==> src/adc_ctrl_regs.svh <==
// register offsets, field positions and reset values of the control port
// assumes inclusion by bare name from each design file that uses it
`ifndef ADC_CTRL_REGS_SVH
`define ADC_CTRL_REGS_SVH

// ----------------------------------------
// register offsets
// ----------------------------------------
`define ADR_IDENTITY 7'h00
`define ADR_GLOBAL 7'h01
`define ADR_OVF_STATUS 7'h02
`define ADR_OVF_MASK 7'h03
`define ADR_DC_FILTER 7'h04
`define ADR_POWER_DOWN 7'h06
`define ADR_SILENCE 7'h08
`define ADR_OUT_ENABLE 7'h0a

// ----------------------------------------
// reset values and writable bits
// ----------------------------------------
`define RST_GLOBAL 8'h00
`define RST_OVF_STATUS 8'hff
`define RST_OVF_MASK 8'hff
`define RST_DC_FILTER 8'h00
`define RST_POWER_DOWN 8'h00
`define RST_SILENCE 8'h00
`define RST_OUT_ENABLE 8'h00
`define MASK_POWER_DOWN 8'h3f
`define MASK_OUT_ENABLE 8'h0f

// ----------------------------------------
// global control fields
// ----------------------------------------
`define GC_ENABLE_BIT 7
`define GC_RATIO_BIT 6
`define GC_DIV_HI 5
`define GC_DIV_LO 4
`define GC_FMT_HI 3
`define GC_FMT_LO 2
`define GC_SPEED_HI 1
`define GC_SPEED_LO 0

// ----------------------------------------
// bus address and pointer byte
// ----------------------------------------
`define BUS_ADDR_FIXED 5'h13
`define PTR_INCR_BIT 7
`define BITS_PER_BYTE 4'h8
`define STRAP_SETTLE 3'h5

`endif

==> src/adc_ctrl_pkg.sv <==
// types shared by the control port files
// assumes nothing beyond a SystemVerilog compiler
package adc_ctrl_pkg;

   typedef enum logic [3:0] {
      ST_IDLE = 4'h0,
      ST_ADDR = 4'h1,
      ST_ADDR_ACK = 4'h2,
      ST_PTR = 4'h3,
      ST_PTR_ACK = 4'h4,
      ST_WDATA = 4'h5,
      ST_WDATA_ACK = 4'h6,
      ST_RDATA = 4'h7,
      ST_RDATA_ACK = 4'h8
   } port_state_t;

   typedef enum logic [1:0] {
      FMT_LEFT = 2'h0,
      FMT_I2S = 2'h1,
      FMT_TDM = 2'h2,
      FMT_RSVD = 2'h3
   } serial_format_t;

endpackage

==> src/adc_control_port.sv <==
// two-wire control port slave and register bank of the converter
// assumes pins arrive raw; overflow pulses come from logic on clk
`timescale 1ns/1ns
`include "adc_ctrl_regs.svh"
module adc_control_port #(
   parameter logic [3:0] CHIP_IDENT = 4'h5, // arbitrary value
   parameter logic [3:0] CHIP_REVISION = 4'h0
) (
   input wire logic clk,
   input wire logic reset,
   input wire logic sclIn,
   input wire logic sdaIn,
   output logic sdaOut,
   output logic sdaOe,
   input wire logic addrStrapLsb,
   input wire logic addrStrapBit1,
   input wire logic pinClockRatio,
   input wire logic [1:0] pinDividerBits,
   input wire logic [1:0] pinSerialFormat,
   input wire logic [1:0] pinSpeedMode,
   input wire logic [7:0] chanOverflow,
   output logic overflowFlagOut,
   output logic overflowFlagOe,
   output logic portConfigEnable,
   output logic [3:0] divideTimesTwo,
   output logic divideReserved,
   output logic [1:0] serialFormatField,
   output logic clockMaster,
   output logic [1:0] speedSelect,
   output logic [7:0] dcFilterDisableBits,
   output logic [7:0] offsetFreeze,
   output logic [7:0] powerDownBits,
   output logic [7:0] silenceBits,
   output logic [7:0] outputDisableBits
);
   // ----------------------------------------
   // decoding function
   // ----------------------------------------
   // twice the divide ratio; zero marks the reserved code
   function automatic logic [3:0] div_x2(input logic [2:0] code);
      case (code)
         3'h0: div_x2 = 4'h2;
         3'h4: div_x2 = 4'h3;
         3'h1, 3'h2: div_x2 = 4'h4;
         3'h5, 3'h6: div_x2 = 4'h6;
         3'h3: div_x2 = 4'h8;
         default: div_x2 = 4'h0;
      endcase
   endfunction
   // ----------------------------------------
   // pin synchronisers
   // ----------------------------------------
   logic sclS;
   logic sdaS;
   logic [6:0] cfgS;
   logic [1:0] strapS;
   pin_sync #(.WIDTH(2), .INIT(2'h3)) u_bus_sync (
      .clk(clk),
      .reset(reset),
      .pinIn({sclIn, sdaIn}),
      .pinOut({sclS, sdaS})
   );
   pin_sync #(.WIDTH(9), .INIT(9'h000)) u_cfg_sync (
      .clk(clk),
      .reset(reset),
      .pinIn({addrStrapBit1, addrStrapLsb, pinClockRatio, pinDividerBits,
              pinSerialFormat, pinSpeedMode}),
      .pinOut({strapS, cfgS})
   );
   // ----------------------------------------
   // strap capture
   // ----------------------------------------
   logic [2:0] strapWait_ff;
   logic [1:0] strap_ff;
   // waits out the synchroniser so the straps are those at the release
   always_ff @(posedge clk) begin
      if (reset) begin
         strapWait_ff <= 3'h0;
         strap_ff <= 2'h0;
      end else if (strapWait_ff != `STRAP_SETTLE) begin
         strapWait_ff <= strapWait_ff + 3'h1;
         strap_ff <= strapS;
      end
   end
   // ----------------------------------------
   // bus events
   // ----------------------------------------
   logic sclPrev_ff;
   logic sdaPrev_ff;
   always_ff @(posedge clk) begin
      if (reset) begin
         sclPrev_ff <= 1'b1;
         sdaPrev_ff <= 1'b1;
      end else begin
         sclPrev_ff <= sclS;
         sdaPrev_ff <= sdaS;
      end
   end
   wire sclRise = sclS & ~sclPrev_ff;
   wire sclFall = ~sclS & sclPrev_ff;
   wire startSeen = sclS & sclPrev_ff & sdaPrev_ff & ~sdaS;
   wire stopSeen = sclS & sclPrev_ff & ~sdaPrev_ff & sdaS;
   // ----------------------------------------
   // register bank
   // ----------------------------------------
   logic [7:0] global_ff;
   logic [7:0] mask_ff;
   logic [7:0] dcFilter_ff;
   logic [7:0] powerDown_ff;
   logic [7:0] silence_ff;
   logic [7:0] outEnable_ff;
   logic [7:0] ovfStatus;
   logic [6:0] ptr_ff;
   logic incr_ff;
   logic [7:0] readData;
   always_comb begin
      case (ptr_ff)
         `ADR_IDENTITY: readData = {CHIP_IDENT, CHIP_REVISION};
         `ADR_GLOBAL: readData = global_ff;
         `ADR_OVF_STATUS: readData = ovfStatus;
         `ADR_OVF_MASK: readData = mask_ff;
         `ADR_DC_FILTER: readData = dcFilter_ff;
         `ADR_POWER_DOWN: readData = powerDown_ff;
         `ADR_SILENCE: readData = silence_ff;
         `ADR_OUT_ENABLE: readData = outEnable_ff;
         default: readData = 8'h00;
      endcase
   end
   // ----------------------------------------
   // byte engine
   // ----------------------------------------
   adc_ctrl_pkg::port_state_t state_ff;
   logic [3:0] bitCnt_ff;
   logic [7:0] shift_ff;
   logic sdaOe_ff;
   logic [7:0] writeData;
   wire byteDone = sclFall & (bitCnt_ff == `BITS_PER_BYTE);
   wire addrMatch = shift_ff[7:1] == {`BUS_ADDR_FIXED, strap_ff};
   assign writeData = shift_ff;
   // a fall never meets start or stop, both need the clock high
   wire writeStrobe = byteDone & (state_ff == adc_ctrl_pkg::ST_WDATA);
   wire loadRead = sclFall & ((state_ff == adc_ctrl_pkg::ST_ADDR_ACK & shift_ff[0])
      | (state_ff == adc_ctrl_pkg::ST_RDATA_ACK));
   always_ff @(posedge clk) begin
      if (reset) begin
         state_ff <= adc_ctrl_pkg::ST_IDLE;
         bitCnt_ff <= 4'h0;
         shift_ff <= 8'h00;
         sdaOe_ff <= 1'b0;
         ptr_ff <= 7'h00;
         incr_ff <= 1'b0;
      end else if (startSeen) begin
         state_ff <= adc_ctrl_pkg::ST_ADDR;
         bitCnt_ff <= 4'h0;
         sdaOe_ff <= 1'b0;
      end else if (stopSeen) begin
         state_ff <= adc_ctrl_pkg::ST_IDLE;
         sdaOe_ff <= 1'b0;
      end else begin
         case (state_ff)
            adc_ctrl_pkg::ST_ADDR, adc_ctrl_pkg::ST_PTR, adc_ctrl_pkg::ST_WDATA: begin
               if (sclRise) begin
                  shift_ff <= {shift_ff[6:0], sdaS};
                  bitCnt_ff <= bitCnt_ff + 4'h1;
               end else if (byteDone) begin
                  sdaOe_ff <= 1'b1;
                  if (state_ff == adc_ctrl_pkg::ST_ADDR) begin
                     if (addrMatch) begin
                        state_ff <= adc_ctrl_pkg::ST_ADDR_ACK;
                     end else begin
                        sdaOe_ff <= 1'b0;
                        state_ff <= adc_ctrl_pkg::ST_IDLE;
                     end
                  end else if (state_ff == adc_ctrl_pkg::ST_PTR) begin
                     ptr_ff <= shift_ff[6:0];
                     incr_ff <= shift_ff[`PTR_INCR_BIT];
                     state_ff <= adc_ctrl_pkg::ST_PTR_ACK;
                  end else begin
                     ptr_ff <= incr_ff ? ptr_ff + 7'h01 : ptr_ff;
                     state_ff <= adc_ctrl_pkg::ST_WDATA_ACK;
                  end
               end
            end
            adc_ctrl_pkg::ST_ADDR_ACK, adc_ctrl_pkg::ST_PTR_ACK,
            adc_ctrl_pkg::ST_WDATA_ACK: begin
               if (sclFall) begin
                  bitCnt_ff <= 4'h0;
                  sdaOe_ff <= 1'b0;
                  if (loadRead) begin
                     // read data pre-shifted: bit 7 goes out now
                     shift_ff <= {readData[6:0], 1'b0};
                     sdaOe_ff <= ~readData[7];
                     ptr_ff <= incr_ff ? ptr_ff + 7'h01 : ptr_ff;
                     state_ff <= adc_ctrl_pkg::ST_RDATA;
                  end else if (state_ff == adc_ctrl_pkg::ST_ADDR_ACK) begin
                     state_ff <= adc_ctrl_pkg::ST_PTR;
                  end else begin
                     state_ff <= adc_ctrl_pkg::ST_WDATA;
                  end
               end
            end
            adc_ctrl_pkg::ST_RDATA: begin
               if (sclRise) begin
                  bitCnt_ff <= bitCnt_ff + 4'h1;
               end else if (byteDone) begin
                  sdaOe_ff <= 1'b0;
                  state_ff <= adc_ctrl_pkg::ST_RDATA_ACK;
               end else if (sclFall) begin
                  sdaOe_ff <= ~shift_ff[7];
                  shift_ff <= {shift_ff[6:0], 1'b0};
               end
            end
            adc_ctrl_pkg::ST_RDATA_ACK: begin
               // master's not-acknowledge ends the read
               if (sclRise && sdaS) begin
                  state_ff <= adc_ctrl_pkg::ST_IDLE;
               end else if (loadRead) begin
                  bitCnt_ff <= 4'h0;
                  shift_ff <= {readData[6:0], 1'b0};
                  sdaOe_ff <= ~readData[7];
                  ptr_ff <= incr_ff ? ptr_ff + 7'h01 : ptr_ff;
                  state_ff <= adc_ctrl_pkg::ST_RDATA;
               end
            end
            default: begin
               sdaOe_ff <= 1'b0;
               state_ff <= adc_ctrl_pkg::ST_IDLE;
            end
         endcase
      end
   end
   // ----------------------------------------
   // register writes
   // ----------------------------------------
   always_ff @(posedge clk) begin
      if (reset) begin
         global_ff <= `RST_GLOBAL;
         mask_ff <= `RST_OVF_MASK;
         dcFilter_ff <= `RST_DC_FILTER;
         powerDown_ff <= `RST_POWER_DOWN;
         silence_ff <= `RST_SILENCE;
         outEnable_ff <= `RST_OUT_ENABLE;
      end else if (writeStrobe) begin
         case (ptr_ff)
            `ADR_GLOBAL: global_ff <= writeData;
            `ADR_OVF_MASK: mask_ff <= writeData;
            `ADR_DC_FILTER: dcFilter_ff <= writeData;
            `ADR_POWER_DOWN: powerDown_ff <= writeData & `MASK_POWER_DOWN;
            `ADR_SILENCE: silence_ff <= writeData;
            `ADR_OUT_ENABLE: outEnable_ff <= writeData & `MASK_OUT_ENABLE;
            default: global_ff <= global_ff;
         endcase
      end
   end
   // ----------------------------------------
   // overflow status
   // ----------------------------------------
   wire statusRead = loadRead & (ptr_ff == `ADR_OVF_STATUS);
   overflow_status #(.CHANNELS(8)) u_ovf (
      .clk(clk),
      .reset(reset),
      .chanOverflow(chanOverflow),
      .maskBits(mask_ff),
      .readRestore(statusRead),
      .statusBits(ovfStatus),
      .flagOe(overflowFlagOe)
   );
   // ----------------------------------------
   // configuration outputs
   // ----------------------------------------
   wire cfgEn = global_ff[`GC_ENABLE_BIT];
   // pins are ignored once software takes over
   wire [6:0] cfgSel = cfgEn ? global_ff[`GC_RATIO_BIT:0] : cfgS;
   logic [3:0] divX2_ff;
   logic divRsvd_ff;
   logic cfgEn_ff;
   logic master_ff;
   logic [1:0] fmt_ff;
   logic [1:0] speed_ff;
   logic [7:0] hpf_ff;
   // enable is registered with the fields so all of them switch together
   always_ff @(posedge clk) begin
      if (reset) begin
         divX2_ff <= 4'h2;
         divRsvd_ff <= 1'b0;
         cfgEn_ff <= 1'b0;
         master_ff <= 1'b1;
         fmt_ff <= 2'h0;
         speed_ff <= 2'h0;
         hpf_ff <= `RST_DC_FILTER;
      end else begin
         divX2_ff <= div_x2(cfgSel[`GC_RATIO_BIT:`GC_DIV_LO]);
         divRsvd_ff <= div_x2(cfgSel[`GC_RATIO_BIT:`GC_DIV_LO]) == 4'h0;
         cfgEn_ff <= cfgEn;
         master_ff <= cfgSel[`GC_SPEED_HI:`GC_SPEED_LO] != 2'h3;
         fmt_ff <= cfgSel[`GC_FMT_HI:`GC_FMT_LO];
         speed_ff <= cfgSel[`GC_SPEED_HI:`GC_SPEED_LO];
         // stand-alone keeps every filter running
         hpf_ff <= cfgEn ? dcFilter_ff : `RST_DC_FILTER;
      end
   end
   assign sdaOut = 1'b0;
   assign sdaOe = sdaOe_ff;
   assign overflowFlagOut = 1'b0;
   assign portConfigEnable = cfgEn_ff;
   assign divideTimesTwo = divX2_ff;
   assign divideReserved = divRsvd_ff;
   assign serialFormatField = fmt_ff;
   assign clockMaster = master_ff;
   assign speedSelect = speed_ff;
   assign dcFilterDisableBits = hpf_ff;
   assign offsetFreeze = hpf_ff;
   assign powerDownBits = powerDown_ff;
   assign silenceBits = silence_ff;
   assign outputDisableBits = outEnable_ff;
endmodule

==> src/pin_sync.sv <==
// three-flop synchroniser with agreement filter for pin inputs
// assumes asynchronous pins, single clk domain
`timescale 1ns/1ns
module pin_sync #(
   parameter int WIDTH = 1,
   parameter logic [WIDTH-1:0] INIT = '0
) (
   input wire logic clk,
   input wire logic reset,
   input wire logic [WIDTH-1:0] pinIn,
   output logic [WIDTH-1:0] pinOut
);
   initial begin
      if (WIDTH < 1) $error("pin_sync width must be positive");
   end

   logic [WIDTH-1:0] stage1_ff;
   logic [WIDTH-1:0] stage2_ff;
   logic [WIDTH-1:0] stage3_ff;
   logic [WIDTH-1:0] filt_ff;

   // ----------------------------------------
   // per-bit chain
   // ----------------------------------------
   genvar i;
   generate
      for (i = 0; i < WIDTH; i = i + 1) begin : g_bit
         always_ff @(posedge clk) begin
            if (reset) begin
               stage1_ff[i] <= INIT[i];
               stage2_ff[i] <= INIT[i];
               stage3_ff[i] <= INIT[i];
               filt_ff[i] <= INIT[i];
            end else begin
               stage1_ff[i] <= pinIn[i];
               stage2_ff[i] <= stage1_ff[i];
               stage3_ff[i] <= stage2_ff[i];
               // stage1 only feeds stage2; glitches need two agreeing samples
               if (stage2_ff[i] == stage3_ff[i]) begin
                  filt_ff[i] <= stage3_ff[i];
               end
            end
         end
      end
   endgenerate

   assign pinOut = filt_ff;
endmodule

==> src/overflow_status.sv <==
// sticky active-low overflow status and masked open-drain flag
// assumes overflow pulses come from logic on clk
`timescale 1ns/1ns
`include "adc_ctrl_regs.svh"
module overflow_status #(
   parameter int CHANNELS = 8
) (
   input wire logic clk,
   input wire logic reset,
   input wire logic [CHANNELS-1:0] chanOverflow,
   input wire logic [CHANNELS-1:0] maskBits,
   input wire logic readRestore,
   output logic [CHANNELS-1:0] statusBits,
   output logic flagOe
);
   initial begin
      if (CHANNELS != 8) $error("overflow_status serves eight channels");
   end

   logic [CHANNELS-1:0] status_ff;
   logic flagOe_ff;
   wire [CHANNELS-1:0] nxt_status;
   wire nxt_flagOe;

   // ----------------------------------------
   // status and flag
   // ----------------------------------------
   // a new overflow beats the read restore so no event is lost
   assign nxt_status = (readRestore ? {CHANNELS{1'b1}} : status_ff) & ~chanOverflow;
   // mask low blocks the channel from pulling the flag
   assign nxt_flagOe = |(~nxt_status & maskBits);

   always_ff @(posedge clk) begin
      if (reset) begin
         status_ff <= `RST_OVF_STATUS;
         flagOe_ff <= 1'b0;
      end else begin
         status_ff <= nxt_status;
         flagOe_ff <= nxt_flagOe;
      end
   end

   assign statusBits = status_ff;
   assign flagOe = flagOe_ff;
endmodule

==> config.mk <==
export PLATFORM = sky130hd
export DESIGN_NAME = adc_control_port
export DESIGN_NICKNAME = d
export VERILOG_FILES = /design/src/adc_ctrl_pkg.sv /design/src/adc_control_port.sv /design/src/pin_sync.sv /design/src/overflow_status.sv
export VERILOG_INCLUDE_DIRS = /design/src
export SDC_FILE = /design/constraint.sdc
export NUM_CORES = 1
export LEC_CHECK = 0
export BUFFER_PORTS_ARGS = -buffer_cell sky130_fd_sc_hd__buf_2
export CAP_MARGIN = 20
export CORE_MARGIN = 10
export CORE_UTILIZATION = 58
export CTS_CLUSTER_SIZE = 16
export DETAILED_ROUTE_END_ITERATION = 10
export GPL_ROUTABILITY_DRIVEN = 0
export GPL_TIMING_DRIVEN = 0
export PLACE_DENSITY = 0.79
export SETUP_SLACK_MARGIN = 0.5
export SLEW_MARGIN = 30
export SYNTH_ARGS = -nofsm -noshare
export SYNTH_HDL_FRONTEND = slang
export SYNTH_SLANG_ARGS = --single-unit
==> constraint.sdc <==
create_clock -name clk -period 2.85 [get_ports clk]
set_clock_uncertainty 0.05 [all_clocks]
set_input_delay 0.285 -clock clk [delete_from_list [all_inputs] [get_ports clk]]
set_output_delay 0.285 -clock clk [all_outputs]
set_load 0.05 [all_outputs]
-- Word-level counts from Yosys, hierarchy flattened
Cells that the tools add are included.
Widths: inputs -> output; s select.
- input port bits: 21
- register bits: 146
- word-level logic and storage cells: 240
- bitwise operators: 28
- multiplexer cells: 54
- eq/ne operators: 56
- $add $sub $neg: 3
- reduce and logical (&&, ||, !) cells: 29
- operators by type and width (operator ; number):
    $mux 8 ; 8
    $pmux 8 s8 ; 1
    $mux 7 ; 9
    $mux 4 ; 13
    $pmux 8 s4 ; 1
    $ne 2x2->1 const B ; 12
    $pmux 7 s3 ; 1
    $ne 4x4->1 const B ; 5
    $pmux 4 s5 ; 1
    $reduce_and 6->1 ; 3
    $and 8x8->8 ; 2
    $eq 4x3->1 const B ; 4
    $not 8->8 ; 2
    $pmux 4 s4 ; 1
    $eq 7x2->1 const B ; 2
    $eq 7x3->1 const B ; 2
    $eq 7x4->1 const B ; 2
    $reduce_and 7->1 ; 2
    $mux 1 ; 13
    $and 1x1->1 ; 12
    $pmux 4 s3 ; 1
    $reduce_and 2->1 ; 6
    $eq 1x1->1 ; 11
    $not 1->1 ; 11
    other kinds (31) ; 45

-- Depth between registers and ports, before layout
Gate-level depths: netlist (run 1).
- depth after elaboration: 10
- depth in mapped cells: 9
- gate-level depth less buffers: 7

-- Hierarchy
From an unflattened synthesis (run 1), not the netlist that was laid out.
- cell total of the unflattened synthesis: 708
- area, all modules: 6742.7 um^2
- modules (own cells, without submodules) (module ; instances ; area each (um^2) ; cells an instance):
    adc_control_port ; 1 ; 5041.1 ; 564
    pin_sync at u_cfg_sync ; 1 ; 1062.3 ; 93
    overflow_status ; 1 ; 409.1 ; 31
    pin_sync at u_bus_sync ; 1 ; 230.2 ; 20

-- Worst setup path before layout (run 1)
No wires, ideal clock.
- kind: register to register
- start: register ptr_ff[0]
- end: register sdaOe_ff (netlist: sdaOe)
- setup time: 0.096 ns
- period minus slack after synthesis: 2.046 ns
- slack: 0.804 ns
- arrival time: 1.900 ns
- cell stages (with the launch flop): 9
- path through: dfxtp_1 -> inv_1 -> ha_1 -> and2_1 -> and2_1 -> buf_2 -> a2111oi_0 -> a221oi_1 -> o41ai_2
- word-level cells in the longest chain between the ends: 6
- elaborated cells on any way between the ends: 15
- classes of those cells: 7 x eq/ne; 6 x mux; 1 x bitwise; 1 x reduce/logical
- ends and longest elaborated chain (what ; RTL line ; text):
    start: declaration ; adc_control_port.sv:113 ; logic [6:0] ptr_ff;
    start signal: assignment ; adc_control_port.sv:175 ; ptr_ff <= shift_ff[6:0];
    start signal: assignment ; adc_control_port.sv:179 ; ptr_ff <= incr_ff ? ptr_ff + 7'h01 : ptr_ff;
    start signal: assignment ; adc_control_port.sv:193 ; ptr_ff <= incr_ff ? ptr_ff + 7'h01 : ptr_ff;
    $eq 7x4->1 (tied with other cells) ; adc_control_port.sv:117 ; case (ptr_ff)
    $pmux 8 s8 (*) ; adc_control_port.sv:117 ;
    $not 1->1 (*) ; adc_control_port.sv:192, adc_control_port.sv:220 ;
    $mux 1 (on tied branches) ; adc_control_port.sv:217, adc_control_port.sv:189 ;
    $mux 1 (on tied branches) ; adc_control_port.sv:215, adc_control_port.sv:186 ;
    $pmux 1 s4 (*) ; adc_control_port.sv:160 ; case (state_ff)
    end signal: assignment ; adc_control_port.sv:192 ; sdaOe_ff <= ~readData[7];
    end signal: assignment ; adc_control_port.sv:209 ; sdaOe_ff <= ~shift_ff[7];
    end signal: assignment ; adc_control_port.sv:220 ; sdaOe_ff <= ~readData[7];
    end: declaration ; adc_control_port.sv:135 ; logic sdaOe_ff;
Mark *: on every way between the ends. The rest lies on a longest branch, timed or not. The select of a mux whose other input is x is not followed.
A chain may end at the register's enable or synchronous reset.

-- Final worst setup path (run 1)
- start: register state_ff[3]
- end: register shift_ff[4]
- word-level cells in the longest chain between the ends: 7
- elaborated cells on any way between the ends: 25
- classes of those cells: 14 x eq/ne; 4 x mux; 3 x bitwise; 4 x reduce/logical
- ends and longest elaborated chain (what ; RTL line ; text):
    start: declaration ; adc_control_port.sv:132 ; adc_ctrl_pkg::port_state_t state_ff;
    start signal: assignment ; adc_control_port.sv:146 ; state_ff <= adc_ctrl_pkg::ST_IDLE;
    start signal: assignment ; adc_control_port.sv:153 ; state_ff <= adc_ctrl_pkg::ST_ADDR;
    start signal: assignment ; adc_control_port.sv:157 ; state_ff <= adc_ctrl_pkg::ST_IDLE;
    $eq 4x2->1 ; adc_control_port.sv:142, adc_control_port.sv:160 ;
    $and 1x1->1 ; adc_control_port.sv:142 ; wire loadRead = sclFall & ((state_ff == adc_ctrl_pkg::ST_ADDR_ACK & shift_ff[0])
    $or 1x1->1 ; adc_control_port.sv:143 ; | (state_ff == adc_ctrl_pkg::ST_RDATA_ACK));
    $and 1x1->1 ; adc_control_port.sv:142 ;
    $mux 8 ; n/a ;
    $mux 8 (on tied branches) ; n/a ;
    $pmux 8 s4 ; adc_control_port.sv:160 ;
    end signal: assignment ; adc_control_port.sv:163 ; shift_ff <= {shift_ff[6:0], sdaS};
    end signal: assignment ; adc_control_port.sv:191 ; shift_ff <= {readData[6:0], 1'b0};
    end signal: assignment ; adc_control_port.sv:210 ; shift_ff <= {shift_ff[6:0], 1'b0};
    end: declaration ; adc_control_port.sv:134 ; logic [7:0] shift_ff;
Parallel ways exist; a longest one is shown, timed or not. The select of a mux whose other input is x is not followed.

==> flow_metrics.py, run 1 <==
metrics = {
    "routing": {
        "remaining_drc_errors": 0,
        "drt_iter0_drc": 1062,
        "vias": 6580,
        "totalWireLength_um": 20300,
        "firstDrtPassIters": 7,
        "wire_per_inst_um": 19.6,
        "viasPerCell": 6.37,
        "postRouteAntennaNets": 0,
    },
    "floorplanning": {
        "initial_utilization_pct": 59.3,
        "io_pins": 76,
        "core-area_sq_um": 11400,
        "dieHeight_um": 128,
        "rows": 39,
        "die_area_sq_um": 16400,
        "die_w_um": 128,
    },
    "cts": {
        "cts.htree.levels": 4,
        "numCtsBuffers": 17,
        "clkSinkCount": 146,
        "clock_latency_ps": 430,
        "cts_tree": "built",
        "clockBufferDepth": 2,
        "clk_pin_slew_ps": 60,
        "cts_root_buf": "clkbuf_16",
    },
    "critical_path": {
        "crit_path_top_delay_cell": "or3b_1",
        "reg2regPathDepth": 7,
        "worst_r2r_startpoint": "state_ff[3]",
        "path_class": "reg -> reg",
        "end_kind": "flip-flop",
        "critPathMaxFanout": 10,
        "r2r_end": "shift_ff[4]",
        "cp_cell_sequence": "buf_2 > or3b_1 > a21oi_4 > a32o_2 > buf_4 > nor3_2 > a311oi_1",
        "cp-start-kind": "flip-flop",
        "arrival_ps": 2560,
        "required_ps": 3120,
        "max_stage_delay_ps": 420,
        "reg2reg_setup_slack_ps": 560,
    },
    "yosys": {
        "synth_xor_xnor_area_share_pct": 0.646,
        "yosysUniqueCellTypes": 88,
        "synthArstFlopShare_pct": 0,
        "syn_area_sq_um": 6780,
        "synth_top_cell_area_share_pct": 43.1,
        "synth_fa_ha_area_share_pct": 2.22,
        "synth_top_cells_by_area": "dfxtp_1 43%, a21oi_1 4.7%, o21ai_0 4.5%",
        "synth-compound-area-share_pct": 21.7,
        "ys_ff_latch": 146,
        "synth_top_area_cell": "dfxtp_1",
        "seq_area_frac_synth_pct": 43.1,
        "dominantRegCellSynth": "dfxtp_1",
        "syn-instance-count": 783,
        "ys_warn_count": 0,
        "syn_avg_cell_area_sq_um": 8.65,
        "synth_top_family_by_area": "compound AO/OA/AOI/OAI gates",
        "synth_edf_count": 0,
        "synthMuxAreaShare_pct": 3.42,
        "yosys.area_share.simple_pct": 21.6,
    },
    "sta": {
        "slew-limit-headroom_pct": 50.2,
        "tns_ps": 0,
        "post-route-period-util_pct": 80.3,
        "maxSlewViolCount": 0,
        "whs_ps": 14.8,
        "rsz0062_at_grt": "true",
        "setup_viol": 0,
        "tightest_slew_ps": 747,
        "fmax_mhz": 437,
        "final_hold_viol_count": 0,
        "period_needed_ps": 2290,
        "worst_slack_ps": 560,
    },
    "placement": {
        "dpl_cell_area_sq_um": 7320,
        "dp_hpwl_um": 14100,
        "portBuffers": 67,
        "dpl_worst_slack_ps": 320,
        "dp.cells": 1000,
    },
    "hold_path": {
        "min_to": "u_cfg_sync.stage1_ff[8]",
        "hold_path_startpoint": "addrStrapBit1",
        "hold_class": "in -> reg",
        "hold-path-cell-count": 2,
    },
    "global_routing": {
        "grt_pass1_wl_um": 31800,
        "grt_max_degree": 17,
        "antenna_found_initial": 0,
        "grt_overflow": 0,
        "grt.total_usage_pct": 23.9,
        "grt_pass1_vias": 6217,
    },
    "final_layout": {
        "antenna_cells": 0,
        "fin_cells": 1033,
        "layout.nets": 911,
        "fin_area_sq_um": 8040,
        "regArea_sq_um": 2930,
        "multi_input_area_sq_um": 3430,
        "drive_above_1_share_pct": 20.2,
        "area_growth_pct": 18.7,
        "n_fill_cell": 898,
    },
    "power": {
        "power.leakage_nw": 3.20,
        "ir_drop_uv": 481,
        "p_per_area_nw_per_um2": 691,
    },
    "flow_run": {
        "drv_cap": 0,
    },
    "status": {
        "outcome": "finished clean",
    },
}
-- registers in the layout, indices dropped and copies added (netlist names), 9 cells and up --
| name | flops |
|---|---|
| u_cfg_sync.pinOut | 9 |
| u_cfg_sync.stage1_ff | 9 |
| u_cfg_sync.stage2_ff | 9 |
| u_cfg_sync.stage3_ff | 9 |
-- worst max-delay path by stage --
| stage | slack (ps) | to | cells after the start | from |
|---|---|---|---|---|
| 2_1_floorplan | 800 | sdaOe | 8 | ptr_ff[0] |
| 3_3_place_gp | 350 | shift_ff[2] | 8 | ptr_ff[0] |
| 3_5_place_dp | 320 | powerDownBits[2] | 8 | ptr_ff[0] |
| 4_1_cts | 530 | sdaOe | 8 | ptr_ff[0] |
| 5_1_grt | 450 | shift_ff[2] | 8 | ptr_ff[0] |
| 6_report | 560 | shift_ff[4] | 7 | state_ff[3] |
-- per-layer routing --
layer  GRT usage, %  part of all wire [%]  routed length (um)  vias to the layer above
met5              0                     0                   0                        -
met4           13.6                   4.8                 971                        0
met3           5.91                   9.7                1980                      111
met2           38.6                    47                9580                      406
met1           28.3                    38                7760                     3095
li1               -                     -                   -                     2968
-- cells in the final DEF (no fill, tap or decap), drive strengths merged, types with 22 or more instances in the layout --
cell / synthesis / routed
clkbuf: 27 / 47
nand2: 65 / 65
dfxtp: 146 / 146
nand3: 27 / 27
nor2: 58 / 58
o21ai: 63 / 63
mux2i: 22 / 22
inv: 22 / 23
a21oi: 64 / 64
buf: 48 / 114
nor2b: 35 / 35
-- where the power goes --
part           internal (mW)  switching, mW  leakage (nW)
Clock                   1.60          0.877         0.309
Combinational          0.347          0.593          1.70
Sequential              2.09         0.0495          1.19
Total                   4.03           1.52          3.20
-- metrics by stage --
stage	util, %	power [mW]
2_1_floorplan	-	2.86
3_3_place_gp	64.1	3.04
3_5_place_dp	64.1	3.07
4_1_cts	70.1	5.52
5_1_grt	70.4	5.73
6_report	70.4	5.55
-- worst max-delay path, delay by kind of cell (launching register included) --
family                 cells  cell delay [ps]
and+or+nand+nor            2              520
DFF                        1              300
AOI/OAI and AO/OA          3              890
buffers and inverters      2              420
-- layout make-up --
class	instances	share of cell area, %
multi-input cells	547	42.6
flip-flops and latches	146	36.4
clock buffers	19	5.63
plain buffers	75	5.13
repair buffers	69	4.42
clock inverters	12	2.55
well taps	143	2.22
inverters	22	1.03
-- what timing repair did --
item                       in CTS  in global routing
buffers inserted                0                  0
pin swaps                       0                  0
setup endpoints to repair      10                 18
hold buffers                    2                  0
gates resized for setup         5                 13
hold endpoints to repair        2                  0
-- synthesized netlist by cell type, types with 4 or more instances --
master	n
a21o_1	5
a21oi_1	63
a311oi_1	5
a31oi_1	14
and2_1	14
and3_1	9
buf_1	5
buf_2	20
buf_4	20
clkbuf_1	27
dfxtp_1	146
ha_1	12
inv_1	22
mux2i_1	22
nand2_1	65
nand2b_1	6
nand3_1	26
nand4_1	6
nor2_1	55
nor2b_1	35
nor3_1	9
nor4b_1	4
o211ai_1	5
o21ai_0	61
o21bai_1	5
o2bb2ai_1	4
o311ai_0	4
o31ai_1	4
o41ai_1	7
or2_2	6
or4_1	6
-- kinds of logic (layout without fill, tap and decap cells) --
logic type / Yosys count / count (layout)
mux: 23 / 23
buf+inv: 97 / 197
flops: 146 / 146
simple gates: 275 / 275
compound gates: 224 / 224
fa+ha+maj: 12 / 12
other cells: 1 / 8
xor+xnor: 5 / 5
Note: power is estimated with default switching activity, not from simulation.
==> run 2: changes to the inputs <==
CORE_UTILIZATION = 53   (was 58)
PLACE_DENSITY = 0.76   (was 0.79)
clock period = 1.8 ns   (was 2.85 ns; I/O delays follow)
==> flow_metrics.py, run 2 (same netlist as run 1, synthesis figures left out) <==
metrics = {
    "cts": {
        "clkSinkCount": 146,
        "numCtsBuffers": 17,
        "clk_pin_slew_ps": 70,
        "clockBufferDepth": 2,
        "clock_latency_ps": 440,
        "cts_tree": "built",
        "cts.htree.levels": 4,
        "cts_root_buf": "clkbuf_16",
    },
    "critical_path": {
        "crit_end": "shift_ff[7]",
        "end_kind": "flip-flop",
        "required_ps": 2090,
        "path_class": "reg -> reg",
        "cp-start-kind": "flip-flop",
        "reg2reg_setup_slack_ps": -400,
        "arrival_ps": 2490,
        "crit_start": "state_ff[2]",
        "critPathMaxFanout": 10,
        "worst_r2r_startpoint": "state_ff[2]",
        "r2r_end": "shift_ff[7]",
        "reg2regPathDepth": 6,
    },
    "status": {
        "violations": "negative setup slack",
        "outcome": "finished, violations left",
    },
    "routing": {
        "drt_iter0_drc": 1466,
        "remaining_drc_errors": 0,
        "viasPerCell": 6.81,
        "vias": 7905,
        "wire_per_inst_um": 25.9,
        "totalWireLength_um": 30100,
        "firstDrtPassIters": 7,
        "postRouteAntennaNets": 0,
    },
    "final_layout": {
        "final_cell_mix": "128 x dfxtp_1, 77 x buf_4, 52 x buf_6",
        "post-route-util_pct": 84.4,
        "area_growth_pct": 56.5,
        "antenna_cells": 0,
        "layout_commonest_cell": "dfxtp_1",
        "drive_above_1_share_pct": 46.5,
        "layout.nets": 1009,
    },
    "global_routing": {
        "met3_usage_pct": 8.97,
        "grt_overflow": 0,
        "grt.total_usage_pct": 26.7,
        "use_met1_pct": 30.3,
        "grt_pass1_wl_um": 38100,
        "antenna_found_initial": 0,
        "use_met2_pct": 43.2,
        "grt_pass1_vias": 7023,
        "grt.busiest_layer": "met2",
        "grt_max_degree": 17,
    },
    "hold_path": {
        "hold_class": "in -> reg",
    },
    "power": {
        "p_per_area_nw_per_um2": 946,
        "ir_drop_uv": 928,
        "finalPower_mw": 10.0,
        "power.leakage_nw": 4.15,
    },
    "placement": {
        "portBuffers": 67,
        "dp_hpwl_um": 14100,
    },
    "sta": {
        "fmax_mhz": 454,
        "setup_viol": 73,
        "post-route-period-util_pct": 122,
        "final_hold_viol_count": 0,
        "rsz0062_at_grt": "true",
        "maxSlewViolCount": 0,
        "tightest_slew_ps": 900,
        "slew-limit-headroom_pct": 40.0,
        "period_needed_ps": 2200,
        "worst_slack_ps": -402,
    },
    "floorplanning": {
        "die_w_um": 133,
        "initial_utilization_pct": 53.9,
        "dieHeight_um": 133,
        "core-area_sq_um": 12600,
        "io_pins": 76,
        "die_area_sq_um": 17700,
        "rows": 41,
    },
    "flow_run": {
        "drv_cap": 0,
    },
}
==> run 2: cell count changes in the layout (fill, tap and decap cells not counted), sizes merged <==
cell,previous run,this run
buf,114,196
dlygate4sd3,2,19
inv,23,26
clkbuf,47,45
bufinv,5,4
clkinv,2,1
nor2,58,59
==> run 2: area by class of cell <==
class / count / area, sq um
flip-flops and latches: 146 / 2960
clock inverters: 13 / 196
clock buffers: 19 / 453
repair buffers: 166 / 1460
fillers: 571 / 1960
plain buffers: 75 / 666
inverters: 22 / 87.6
well taps: 172 / 215
multi-input cells: 548 / 4570
==> run 2: repair_timing <==
item	CTS	global route
hold endpoints to repair	19	0
setup buffers	48	25
pin swaps	69	64
cloned	5	3
resized for setup	209	172
hold buffers	19	0
endpoints found under the setup margin	111	114
==> run 2: per-layer routing <==
layer | part of all wire (%) | wire length (um) | vias to the layer above
met5 | 0 | 0 | -
met4 | 9.0 | 2700 | 0
met3 | 14 | 4220 | 318
met2 | 44 | 13200 | 807
met1 | 33 | 10000 | 3613
li1 | - | - | 3167
==> run 2: worst min path at each step <==
stage | start | endpoint | slack, ps | cells after the start
after floorplan | chanOverflow[7] | u_ovf.statusBits[7] | 230 | 1
after global placement | sdaIn | u_bus_sync.stage1_ff[0] | 310 | 2
after detailed placement | sdaIn | u_bus_sync.stage1_ff[0] | 320 | 2
after CTS | reset | portConfigEnable | 180 | 3
after global routing | reset | portConfigEnable | 200 | 3
final | reset | portConfigEnable | 220 | 3
==> run 2: power by group <==
part	total, mW	switching (mW)	internal (mW)
registers	3.43	0.112	3.32
clock network	3.94	1.53	2.42
logic	2.65	1.55	1.11
total	10.0	3.18	6.85
==> run 2: stage by stage <==
stage          cells  cell area, sq um  TNS [ps]  hold WS (ps)  setup WS, ps
2_1_floorplan    790              7060     -81.1           232         -38.0
3_3_place_gp    1029              7610     -6740           312          -388
3_5_place_dp    1029              7610     -8070           316          -398
4_1_cts         1133              9740     -5760           175          -199
5_1_grt         1161             10600    -16220           198          -476
6_report        1161             10600    -12710           220          -402
==> run 2: worst max-delay path: stages, from the launching register on <==
cell       delay, ps
dfxtp_4          430
buf_4            230
or3_1            250
nand3_2          260
a41oi_4          400
o2111ai_1        170
a311oi_1         320
==> run 3: changes to the inputs <==
SKIP_CTS_REPAIR_TIMING = 1   (was not set)
==> flow_metrics.py, run 3 (same netlist as run 1, synthesis figures left out) <==
metrics = {
    "routing": {
        "postRouteAntennaNets": 0,
        "drt_iter0_drc": 863,
        "remaining_drc_errors": 0,
        "firstDrtPassIters": 5,
        "vias": 7032,
        "wire_per_inst_um": 20.9,
        "totalWireLength_um": 23700,
        "viasPerCell": 6.20,
    },
    "critical_path": {
        "max_stage_delay_ps": 330,
        "crit_start": "u_bus_sync.pinOut[1]",
        "end_kind": "flip-flop",
        "timing.critical_path.mode_cell": "buf_6",
        "critPathMaxFanout": 8,
        "reg2reg_setup_slack_ps": -340,
        "r2r_end": "global_ff[0]",
        "crit_end": "global_ff[0]",
        "path_class": "reg -> reg",
        "reg2regPathDepth": 9,
        "crit_path_top_delay_cell": "dfxtp_2",
        "required_ps": 2110,
        "arrival_ps": 2460,
        "cp-start-kind": "flip-flop",
        "worst_r2r_startpoint": "u_bus_sync.pinOut[1]",
        "cp_cell_sequence": "buf_6 > and4bb_1 > buf_6 > nand4_1 > buf_6 > buf_8 > nor2_4 > nand2_2 > a21oi_2",
    },
    "floorplanning": {
        "initial_utilization_pct": 53.9,
        "die_w_um": 133,
        "dieHeight_um": 133,
        "io_pins": 76,
        "die_area_sq_um": 17700,
        "rows": 41,
        "core-area_sq_um": 12600,
    },
    "sta": {
        "tightest_slew_ps": 799,
        "period_needed_ps": 2140,
        "post-route-period-util_pct": 119,
        "fmax_mhz": 467,
        "final_hold_viol_count": 0,
        "setup_viol": 69,
        "slew-limit-headroom_pct": 46.7,
        "maxSlewViolCount": 0,
        "worst_slack_ps": -342,
        "rsz0062_at_grt": "true",
    },
    "final_layout": {
        "drive_above_1_share_pct": 39.5,
        "final_cell_mix": "137 x dfxtp_1, 74 x buf_4, 54 x nand2_1",
        "fin_cells": 1134,
        "antenna_cells": 0,
        "layout_commonest_cell": "dfxtp_1",
        "layout.nets": 982,
        "post-route-util_pct": 78.5,
        "area_growth_pct": 45.6,
    },
    "cts": {
        "clkSinkCount": 146,
        "cts.htree.levels": 4,
        "clockBufferDepth": 2,
        "cts_tree": "built",
        "clk_pin_slew_ps": 70,
        "clock_latency_ps": 440,
        "numCtsBuffers": 17,
        "cts_root_buf": "clkbuf_16",
    },
    "placement": {
        "dp.cells": 1029,
        "dp_hpwl_um": 14100,
        "portBuffers": 67,
    },
    "global_routing": {
        "grt_max_degree": 17,
        "grt.total_usage_pct": 22.2,
        "antenna_found_initial": 1,
        "grt_pass1_vias": 6096,
        "grt_overflow": 0,
        "grt_pass1_wl_um": 32000,
    },
    "power": {
        "p_per_area_nw_per_um2": 963,
        "ir_drop_uv": 849,
        "power.leakage_nw": 3.83,
    },
    "status": {
        "outcome": "finished, violations left",
        "violations": "negative setup slack",
    },
    "hold_path": {
        "hold_class": "in -> reg",
    },
    "flow_run": {
        "drv_cap": 0,
    },
}
run 3: cell count changes in the layout (fill, tap and decap cells not counted), moves of 7 or more:
cell,change
and2_1,+8
and2_4,-7
buf_6,-17
dfxtp_1,+9
a21oi_1,+7
dfxtp_2,-8
run 3: worst min-delay path by stage:
stage | from | to | cells after the start
floorplan | chanOverflow[7] | u_ovf.statusBits[7] | 1
global placement | sdaIn | u_bus_sync.stage1_ff[0] | 2
detailed placement | sdaIn | u_bus_sync.stage1_ff[0] | 2
CTS | sdaIn | u_bus_sync.stage1_ff[0] | 2
global route | chanOverflow[2] | u_ovf.flagOe | 4
finish | chanOverflow[5] | u_ovf.flagOe | 4
run 3: per-stage QoR:
| step | setup TNS [ps] | instance area, sq um | power [mW] | worst slack (ps) | hold WS [ps] |
|---|---|---|---|---|---|
| 6_report | -13810 | 9870 | 9.50 | -342 | 200 |
| 5_1_grt | -18030 | 9870 | 9.75 | -402 | 214 |
| 4_1_cts | -9020 | 8260 | 8.78 | -415 | -123 |
| 3_5_place_dp | -8070 | 7610 | 4.96 | -398 | 316 |
| 3_3_place_gp | -6740 | 7610 | 4.93 | -388 | 312 |
| 2_1_floorplan | -81.1 | 7060 | 4.63 | -38.0 | 232 |
run 3: critical path, delay by kind of cell (launching register included):
family                 cells  cell delay, ps
AND/OR/NAND/NOR            4             860
buffers and inverters      4             650
AO/OA/AOI/OAI              1             170
flip-flops                 1             330
run 3: layout make-up:
type	count	area, sq um
repair buffers	139	1110
clock inverters	13	196
fillers	716	2700
well taps	172	215
multi-input cells	548	4270
inverters	22	82.6
clock buffers	19	453
plain buffers	75	599
flip-flops and latches	146	2940
run 3: routing by layer:
metal	up-vias	wire, um	GRT usage (%)
met5	-	0	0
met4	0	1210	10.8
met3	118	2460	6.81
met2	478	11400	36.2
met1	3315	8630	25.9
li1	3121	-	-
run 3: power by group:
group / total (mW) / internal (mW) / switching, mW
combinational: 2.18 / 0.875 / 1.31
clock: 3.90 / 2.42 / 1.49
sequential: 3.42 / 3.32 / 0.101
